[src/uis_consts.svh]
// Register offsets, field positions, reset values and timing counts of the USB status block.
`ifndef UIS_CONSTS_SVH
`define UIS_CONSTS_SVH

// ==========================================================================
// Register byte offsets
`define UIS_OFS_EVENT_FLAGS   8'h00
`define UIS_OFS_EVENT_ENABLES 8'h04
`define UIS_OFS_ERROR_FLAGS   8'h08
`define UIS_OFS_ERROR_ENABLES 8'h0c
`define UIS_OFS_CONTROL       8'h10

// ==========================================================================
// Field positions
`define UIS_EVT_BUS_RESET     0
`define UIS_EVT_ERR_SUMMARY   1
`define UIS_EVT_FRAME_START   2
`define UIS_EVT_TOKEN_DONE    3
`define UIS_EVT_IDLE          4
`define UIS_EVT_RESUME        5
`define UIS_EVT_ATTACH        6
`define UIS_EVT_STALL         7
`define UIS_ERR_PACKET_ID     0
`define UIS_ERR_TOKEN_CRC     1
`define UIS_ERR_DATA_CRC      2
`define UIS_ERR_PARTIAL_BYTE  3
`define UIS_ERR_TURNAROUND    4
`define UIS_ERR_MEM_ACCESS    5
`define UIS_ERR_BUS_MATRIX    6
`define UIS_ERR_BIT_STUFF     7
`define UIS_CTL_HOST_EN       0

// ==========================================================================
// Reset values
`define UIS_RST_FLAGS         8'h00
`define UIS_RST_ENABLES       8'h00
`define UIS_RST_CONTROL       8'h00

// ==========================================================================
// Timing
`define UIS_CLK_PERIOD_NS     4
`define UIS_CLK_MHZ           250
`define UIS_BIT_RATE_MHZ      12
`define UIS_LINE_TIME_NS      2500
`define UIS_IDLE_TIME_US      3000
`define UIS_TURNAROUND_BITS   16
`define UIS_LINE_CYCLES ((`UIS_LINE_TIME_NS + `UIS_CLK_PERIOD_NS - 1) / `UIS_CLK_PERIOD_NS)
`define UIS_IDLE_CYCLES ((`UIS_IDLE_TIME_US * 1000 + `UIS_CLK_PERIOD_NS - 1) / `UIS_CLK_PERIOD_NS)
`define UIS_TURN_CYCLES ((`UIS_TURNAROUND_BITS * `UIS_CLK_MHZ) / `UIS_BIT_RATE_MHZ + 1)

`endif

[src/uis_pkg.sv]
// Types shared by the USB status block and its environment.
package uis_pkg;

	// ======================================================================
	// Bus line state
	typedef enum logic [1:0]
	{
		UIS_LINE_SE0 = 2'h0,
		UIS_LINE_J   = 2'h1,
		UIS_LINE_K   = 2'h2,
		UIS_LINE_SE1 = 2'h3
	} uis_line_t;

	// ======================================================================
	// One-cycle event pulses from the packet engine
	typedef struct packed
	{
		logic stall_rx;
		logic stall_tx;
		logic token_done;
		logic sof_rx;
		logic sof_threshold;
		logic bit_stuff_err;
		logic bus_matrix_err;
		logic mem_access_err;
		logic partial_byte_err;
		logic data_crc_err;
		logic token_crc_err;
		logic sof_count_zero;
		logic packet_id_err;
		logic eop;
		logic response_start;
	} uis_evt_t;

	// ======================================================================
	// Register port
	typedef struct packed
	{
		logic [7:0]  addr;
		logic [31:0] wdata;
		logic        wr;
		logic        rd;
	} uis_req_t;

endpackage

[src/uis_status.sv]
// Interrupt and error status logic of a full-speed USB controller.
// Contract
// - Stall flag: host on received STALL, device on transmitted STALL.
// - Attach flag in host mode after 2.5 us quiet non-SE0 bus.
// - Resume flag when K state persists 2.5 us.
// - Idle flag after 3 ms continuous Idle.
// - Token-done flag when token processing finishes; status shows endpoint.
// - Clearing token-done flag advances the transfer status FIFO.
// - Frame-start flag on SOF received (device) or threshold (host).
// - Error summary is read-only, set only by enabled active errors.
// - Bit 0 flags valid bus reset in device mode.
// - Bit 0 flags peripheral detach in host mode.
// - Flags hardware-set, zero at reset, write one clears.
// - Enable bits read/write, reset zero, gate same-position flag.
// - Errors reach interrupt only through the error summary enable.
// - Bit-stuff error flag on stuffing violation.
// - Bus matrix error flag on invalid descriptor or buffer address.
// - Memory access error flag on late grant or truncated packet.
// - Turnaround timeout after more than 16 bit-times of Idle.
// - Partial byte error when data field is not whole bytes.
// - Data CRC error flag on CRC16 failure.
// - Host: error bit 1 on busy when SOF counter reaches zero.
// - Bits 31 to 8 of every register read zero.
// - Device: error bit 1 on token CRC5 failure.
// - Error bit 0 on packet identifier check failure.
//
// Implementation choices: the register addresses and the plain strobed port.
`timescale 1ns/1ps
`include "uis_consts.svh"

module uis_status
	import uis_pkg::*;
#(
	parameter int unsigned IDLE_CYCLES = `UIS_IDLE_CYCLES
)
(
	input  wire logic        mclk_i,
	input  wire logic        sys_rst_i,
	input  wire uis_req_t    reg_req_i,
	output logic      [31:0] reg_rdata_o,
	input  wire uis_line_t   line_state_i,
	input  wire uis_evt_t    evt_i,
	input  wire logic        link_busy_i,
	output logic             host_operation_enable_o,
	output logic             token_fifo_advance_o,
	output logic             module_interrupt_request_o
);

	// ======================================================================
	// Constants and helpers
	localparam logic [19:0] LINE_CYC = 20'(`UIS_LINE_CYCLES);
	localparam logic [19:0] IDLE_CYC = 20'(IDLE_CYCLES);
	localparam logic [8:0]  TURN_CYC = 9'(`UIS_TURN_CYCLES);

	function automatic logic hit(input logic [7:0] ofs);
		hit = reg_req_i.addr == ofs;
	endfunction

	// Set wins over clear so an event in the clearing cycle is kept.
	function automatic logic [7:0] w1c(input logic [7:0] cur, input logic [7:0] set,
	                                   input logic clr_en, input logic [7:0] clr);
		w1c = (cur & ~(clr_en ? clr : 8'h00)) | set;
	endfunction

	// ======================================================================
	// Registers
	logic [7:0]  evt_flags_reg;
	logic [7:0]  evt_flags_next;
	logic [7:0]  evt_en_reg;
	logic [7:0]  evt_en_next;
	logic [7:0]  err_flags_reg;
	logic [7:0]  err_flags_next;
	logic [7:0]  err_en_reg;
	logic [7:0]  err_en_next;
	logic [7:0]  ctl_reg;
	logic [7:0]  ctl_next;
	logic [31:0] rdata_reg;
	logic [31:0] rdata_next;
	logic        adv_reg;
	logic        adv_next;
	logic        irq_reg;
	logic        irq_next;

	// ======================================================================
	// Line monitor state
	uis_line_t   prev_line_reg;
	uis_line_t   prev_line_next;
	logic [19:0] stable_reg;
	logic [19:0] stable_next;
	logic        detached_reg;
	logic        detached_next;
	logic        turn_arm_reg;
	logic        turn_arm_next;
	logic [8:0]  turn_cnt_reg;
	logic [8:0]  turn_cnt_next;

	logic        host_mode;
	logic        line_timed;
	logic        idle_timed;
	logic        turn_timeout;
	logic        error_summary_flag;
	logic [7:0]  evt_set;
	logic [7:0]  err_set;
	logic [7:0]  evt_view;

	assign host_mode = ctl_reg[`UIS_CTL_HOST_EN];

	// ======================================================================
	// Line timing
	always_comb
	begin
		prev_line_next = line_state_i;
		if (line_state_i != prev_line_reg)
			stable_next = 20'h00001;
		else if (stable_reg != 20'hfffff)
			stable_next = stable_reg + 20'h00001;
		else
			stable_next = stable_reg;
		line_timed = (line_state_i == prev_line_reg) && (stable_reg == LINE_CYC - 20'h00001);
		idle_timed = (line_state_i == UIS_LINE_J) && (line_state_i == prev_line_reg)
		             && (stable_reg == IDLE_CYC - 20'h00001);
	end

	always_ff @(posedge mclk_i or posedge sys_rst_i)
	begin
		if (sys_rst_i)
		begin
			prev_line_reg <= UIS_LINE_SE0;
			stable_reg    <= 20'h00000;
		end
		else
		begin
			prev_line_reg <= prev_line_next;
			stable_reg    <= stable_next;
		end
	end

	// ======================================================================
	// Attach tracking
	// Starting out detached lets a host that sets host mode within 2.5 us of reset release report a peripheral already present at reset.
	always_comb
	begin
		detached_next = detached_reg;
		if (line_timed && line_state_i == UIS_LINE_SE0)
			detached_next = 1'b1;
		else if (line_timed && line_state_i != UIS_LINE_SE0)
			detached_next = 1'b0;
	end

	always_ff @(posedge mclk_i or posedge sys_rst_i)
	begin
		if (sys_rst_i)
			detached_reg <= 1'b1;
		else
			detached_reg <= detached_next;
	end

	// ======================================================================
	// Turnaround timer
	// Any non-Idle line state disarms the timer, so an answer that comes before the limit is never a timeout.
	always_comb
	begin
		turn_arm_next = turn_arm_reg;
		turn_cnt_next = turn_cnt_reg;
		turn_timeout  = 1'b0;
		if (evt_i.eop)
		begin
			turn_arm_next = 1'b1;
			turn_cnt_next = 9'h000;
		end
		else if (turn_arm_reg)
		begin
			if (evt_i.response_start || line_state_i != UIS_LINE_J)
				turn_arm_next = 1'b0;
			else if (turn_cnt_reg == TURN_CYC - 9'h001)
			begin
				turn_timeout  = 1'b1;
				turn_arm_next = 1'b0;
			end
			else
				turn_cnt_next = turn_cnt_reg + 9'h001;
		end
	end

	always_ff @(posedge mclk_i or posedge sys_rst_i)
	begin
		if (sys_rst_i)
		begin
			turn_arm_reg <= 1'b0;
			turn_cnt_reg <= 9'h000;
		end
		else
		begin
			turn_arm_reg <= turn_arm_next;
			turn_cnt_reg <= turn_cnt_next;
		end
	end

	// ======================================================================
	// Event sources
	always_comb
	begin
		evt_set = 8'h00;
		err_set = 8'h00;
		evt_set[`UIS_EVT_STALL] = host_mode ? evt_i.stall_rx : evt_i.stall_tx;
		evt_set[`UIS_EVT_ATTACH] = host_mode && detached_reg && line_timed
		                           && line_state_i != UIS_LINE_SE0;
		evt_set[`UIS_EVT_RESUME] = line_timed && line_state_i == UIS_LINE_K;
		evt_set[`UIS_EVT_IDLE] = idle_timed;
		evt_set[`UIS_EVT_TOKEN_DONE] = evt_i.token_done;
		evt_set[`UIS_EVT_FRAME_START] = host_mode ? evt_i.sof_threshold : evt_i.sof_rx;
		evt_set[`UIS_EVT_BUS_RESET] = line_timed && line_state_i == UIS_LINE_SE0
		                              && (host_mode ? !detached_reg : 1'b1);
		err_set[`UIS_ERR_BIT_STUFF] = evt_i.bit_stuff_err;
		err_set[`UIS_ERR_BUS_MATRIX] = evt_i.bus_matrix_err;
		err_set[`UIS_ERR_MEM_ACCESS] = evt_i.mem_access_err;
		err_set[`UIS_ERR_TURNAROUND] = turn_timeout;
		err_set[`UIS_ERR_PARTIAL_BYTE] = evt_i.partial_byte_err;
		err_set[`UIS_ERR_DATA_CRC] = evt_i.data_crc_err;
		err_set[`UIS_ERR_TOKEN_CRC] = host_mode ? (evt_i.sof_count_zero && link_busy_i)
		                                        : evt_i.token_crc_err;
		err_set[`UIS_ERR_PACKET_ID] = evt_i.packet_id_err;
	end

	// ======================================================================
	// Register file
	always_comb
	begin
		evt_flags_next = w1c(evt_flags_reg, evt_set,
		                     reg_req_i.wr && hit(`UIS_OFS_EVENT_FLAGS), reg_req_i.wdata[7:0]);
		evt_flags_next[`UIS_EVT_ERR_SUMMARY] = 1'b0;
		err_flags_next = w1c(err_flags_reg, err_set,
		                     reg_req_i.wr && hit(`UIS_OFS_ERROR_FLAGS), reg_req_i.wdata[7:0]);
	end

	always_ff @(posedge mclk_i or posedge sys_rst_i)
	begin
		if (sys_rst_i)
		begin
			evt_flags_reg <= `UIS_RST_FLAGS;
			err_flags_reg <= `UIS_RST_FLAGS;
		end
		else
		begin
			evt_flags_reg <= evt_flags_next;
			err_flags_reg <= err_flags_next;
		end
	end

	// ======================================================================
	// Enables and control
	always_comb
	begin
		evt_en_next = (reg_req_i.wr && hit(`UIS_OFS_EVENT_ENABLES))
		              ? reg_req_i.wdata[7:0] : evt_en_reg;
		err_en_next = (reg_req_i.wr && hit(`UIS_OFS_ERROR_ENABLES))
		              ? reg_req_i.wdata[7:0] : err_en_reg;
		ctl_next = (reg_req_i.wr && hit(`UIS_OFS_CONTROL))
		           ? {7'h00, reg_req_i.wdata[`UIS_CTL_HOST_EN]} : ctl_reg;
	end

	always_ff @(posedge mclk_i or posedge sys_rst_i)
	begin
		if (sys_rst_i)
		begin
			evt_en_reg <= `UIS_RST_ENABLES;
			err_en_reg <= `UIS_RST_ENABLES;
			ctl_reg    <= `UIS_RST_CONTROL;
		end
		else
		begin
			evt_en_reg <= evt_en_next;
			err_en_reg <= err_en_next;
			ctl_reg    <= ctl_next;
		end
	end

	// ======================================================================
	// Transfer status advance
	always_comb
	begin
		adv_next = reg_req_i.wr && hit(`UIS_OFS_EVENT_FLAGS)
		           && reg_req_i.wdata[`UIS_EVT_TOKEN_DONE] && evt_flags_reg[`UIS_EVT_TOKEN_DONE];
	end

	always_ff @(posedge mclk_i or posedge sys_rst_i)
	begin
		if (sys_rst_i)
			adv_reg <= 1'b0;
		else
			adv_reg <= adv_next;
	end

	// ======================================================================
	// Read port
	// Read data drop back to zero outside the read slot, so no stale value lingers.
	always_comb
	begin
		rdata_next = 32'h00000000;
		if (reg_req_i.rd)
		begin
			unique case (reg_req_i.addr)
				`UIS_OFS_EVENT_FLAGS:   rdata_next[7:0] = evt_view;
				`UIS_OFS_EVENT_ENABLES: rdata_next[7:0] = evt_en_reg;
				`UIS_OFS_ERROR_FLAGS:   rdata_next[7:0] = err_flags_reg;
				`UIS_OFS_ERROR_ENABLES: rdata_next[7:0] = err_en_reg;
				`UIS_OFS_CONTROL:       rdata_next[7:0] = ctl_reg;
				default:                rdata_next      = 32'h00000000;
			endcase
		end
	end

	always_ff @(posedge mclk_i or posedge sys_rst_i)
	begin
		if (sys_rst_i)
			rdata_reg <= 32'h00000000;
		else
			rdata_reg <= rdata_next;
	end

	// ======================================================================
	// Interrupt request
	// masked errors never raise the summary
	assign error_summary_flag = |(err_flags_reg & err_en_reg);

	always_comb
	begin
		evt_view = evt_flags_reg;
		evt_view[`UIS_EVT_ERR_SUMMARY] = error_summary_flag;
		irq_next = |(evt_view & evt_en_reg);
	end

	always_ff @(posedge mclk_i or posedge sys_rst_i)
	begin
		if (sys_rst_i)
		begin
			irq_reg <= 1'b0;
		end
		else
		begin
			irq_reg <= irq_next;
		end
	end

	// The request lags the flags by one cycle, which keeps the output glitch-free.
	assign reg_rdata_o                = rdata_reg;
	assign host_operation_enable_o    = host_mode;
	assign token_fifo_advance_o       = adv_reg;
	assign module_interrupt_request_o = irq_reg;

endmodule // uis_status

[config.mk]
export PLATFORM = sky130hd
export DESIGN_NAME = uis_status
export DESIGN_NICKNAME = d
export VERILOG_FILES = /design/src/uis_pkg.sv /design/src/uis_status.sv
export VERILOG_INCLUDE_DIRS = /design/src
export SDC_FILE = /design/constraint.sdc
export NUM_CORES = 1
export LEC_CHECK = 0
export ABC_AREA = 1
export BUFFER_PORTS_ARGS = -buffer_cell sky130_fd_sc_hd__buf_4
export CORE_MARGIN = 2
export CORE_UTILIZATION = 28
export DETAILED_ROUTE_END_ITERATION = 10
export PLACE_DENSITY = 0.44
export SLEW_MARGIN = 20
export SYNTH_ARGS = -nofsm -noshare
export SYNTH_HDL_FRONTEND = slang
export SYNTH_SLANG_ARGS = --single-unit
[constraint.sdc]
create_clock -name mclk_i -period 5.03 [get_ports mclk_i]
set_clock_uncertainty 0.1 [all_clocks]
set_input_delay 1.006 -clock mclk_i [delete_from_list [all_inputs] [get_ports mclk_i]]
set_output_delay 1.006 -clock mclk_i [all_outputs]
set_load 0.01 [all_outputs]
==> metrics <==
wire per inst=roughly 13 µm; Yosys cell types=34; Setup violations, final=0; drc violations=0; max reg flops=20; R2R Path End=stable_reg[4]$_DFFE_PP0P_; worst-path fanout max=20; crit path DAT=2.82 ns; grt total ovfl=0; Hold Fails Final Rpt=0; fin nets=between 600 and 700; crit-path cells=buf_4, xnor2_1, nand2_1, inv_1, nand3_2, o21ai_0; worst skew pair latency=approximately 0.34 ns; Slew @ Worst Pin=between 0.6 and 0.7 ns; Worst R2R Start=prev_line_reg[0]$_DFF_PP0_; Detail Route Antenna Nets=0; Cells after Synth=580; worst reg2reg path depth=5; Ports=97; post-cts resize count=0; CTS H-tree depth=3; most frequent cells in the layout=149 x nand2_1, 88 x nor2_1, 74 x dfrtp_1; unrepaired setup endpoints after global routing=no; total of max-cap violations=0; Worst EP required=around 5.2 ns; CP endpoint kind=flop; initial antenna violation count=0; register area share after synthesis=around 44%; starting density of the core=28.46%; final worst path period share=53.01%; die area=~16000 µm²; worst reg-to-reg setup slack=between 2 and 3 ns; power per cell area=about 280 nW/µm²; hold path depth=2; via count=roughly 3.7k; Register Area=~1900 µm²; first-pass GRT wire length=about 18000 µm; final hold slack=0.3679 ns; Post-CTS Hold Fix Bufs=0; crit start category=input pin; antenna cell count=0; Seq cells post-synth=75; synth warn=0; postcts setup bufs=0; synthesized area per cell=7.404 µm²; CTS tree=yes; Detail Placement HPWL=just over 8000 µm; Final TNS setup=0 ns; Vias/cell=between 4 and 5; Placeable Area=about 15000 µm²; Post-Syn Area=between 4000 and 5000 µm²; cts bufs inserted=9; hold_sp=detached_reg$_DFFE_PP1P_; Die X=127.8 µm; Reg clk slew, reported paths=roughly 0.06 ns; number of DRC markers in iteration 0=233; largest net degree at the start of global routing=53; worst-case clock buffer depth=2; CP startpoint=line_state_i[0]; Setup CP Type=in2reg; clock root buffer master=clkbuf_16; VDD IR-drop max=roughly 0.17 mV; DR pass1 iterations=4; Cell Area, Placed=approximately 4700 µm²; fmax=~0.38 GHz; most common cell after layout, fill and taps aside=nand2_1; leakage power=roughly 2.5 nW; GRT Util Overall=between 10% and 20%; min-delay worst type=reg2reg; WL final=between 10000 and 15000 µm; Sink Count=between 70 and 80; Yosys top cell area share=a little over two fifths; layout cells sized above 1=between 10% and 20%; top cells by area, synth=dfrtp_1 43%, nand2_1 13%, nor2_1 7.7%; I/O Buffers=48; hold worst-path end=detached_reg$_DFFE_PP1P_; Slowest-stage cell, CP=inv_1; Die Ht=127.8 µm; vias in the first global route=between 3k and 4k; fin area=a little over 5000 µm²; status=finished, final reports clean; Relative slew margins=53.62%; gpl congestion=between 0.7 and 0.8; area grow syn2layout=17.48%; max incr delay on CP=0.60 ns; min Tclk post-route=2.666 ns; area leader, netlist=dfrtp_1; max-slew violation count=0; Layout fillers=approximately 1.7k; Core Rows=between 40 and 50; multi-input logic area=between 2000 and 2500 µm²
## stage by stage
| stage | utilization [%] | cells | power [mW] | setup WS (ns) |
|---|---|---|---|---|
| 2_1_floorplan | - | 603 | 0.7234 | 2.016 |
| 3_3_place_gp | 31.41 | 809 | 0.7579 | 1.981 |
| 3_5_place_dp | 31.41 | 809 | 0.7594 | 1.918 |
| 4_1_cts | 33.43 | 825 | 1.445 | 2.306 |
| 5_1_grt | 33.43 | 825 | 1.478 | 2.115 |
| 6_report | 33.43 | 825 | 1.412 | 2.364 |
## worst max-delay path: cells and delay by family
family	cells	cell delay, ns
buffers and inverters	2	0.73
AO/OA/AOI/OAI	1	0.22
AND/OR/NAND/NOR	2	0.71
XOR/XNOR	1	0.14
## cells by family (layout without fill, tap and decap cells)
logic type | Yosys count | count (layout) | share of synthesized area, %
flops | 75 | 75 | 43.74
simple gates | 332 | 332 | 34.00
compound gates | 60 | 60 | 7.547
other cells | 1 | 24 | 0.08733
xor+xnor | 9 | 9 | 1.836
buf+inv | 99 | 133 | 11.63
fa+ha+maj | 4 | 4 | 1.166
## power by group
part | internal, mW | total, mW | switching, mW
clock | 0.400 | 0.666 | 0.266
sequential | 0.619 | 0.632 | 0.0128
combinational | 0.0396 | 0.115 | 0.0750
## worst max-delay path by stage
stage / to / depth (start not counted)
detailed placement: stable_reg[4]$_DFFE_PP0P_ / 6
global route: stable_reg[4]$_DFFE_PP0P_ / 6
floorplan: ctl_reg[0]$_DFFE_PP0P_ / 1
global placement: stable_reg[2]$_DFFE_PP0P_ / 6
CTS: stable_reg[4]$_DFFE_PP0P_ / 6
finish: stable_reg[4]$_DFFE_PP0P_ / 6
## cell usage after synthesis
master,instances
nand3b_1,1
ha_1,4
nor3_4,1
nor2_4,2
nand3_2,2
nand2_2,1
nor2_2,5
inv_1,67
o31ai_1,3
or2_2,3
nor2_1,88
conb_1,1
inv_2,1
a21oi_1,11
nand2_4,1
a21oi_2,2
and3_1,1
dfrtp_1,74
o21ai_0,41
nand3_1,56
nor3_2,2
xor2_1,5
xnor2_1,4
nand4_1,12
nor3_1,7
buf_6,1
nor2_8,1
o21bai_1,2
nand2_1,149
dfstp_2,1
buf_2,2
buf_12,1
o21ai_2,1
buf_4,27
## layer usage
metal,vias up,wire length [µm],GRT usage [%]
met5,-,0,0
li1,1899,-,-
met3,17,568,3.339
met2,91,5232,23.88
met1,1726,4981,18.27
met4,0,209,4.977
## cell type report
| cell class | instances | share of cell area [%] |
|---|---|---|
| multi-input cells | 429 | 39.71 |
| flip-flops and latches | 75 | 37.23 |
| repair buffers | 49 | 7.292 |
| inverters | 68 | 5.060 |
| clock buffers | 11 | 4.812 |
| well taps | 188 | 4.663 |
| clock inverters | 5 | 1.240 |
(Power assumes the default switching activity.)
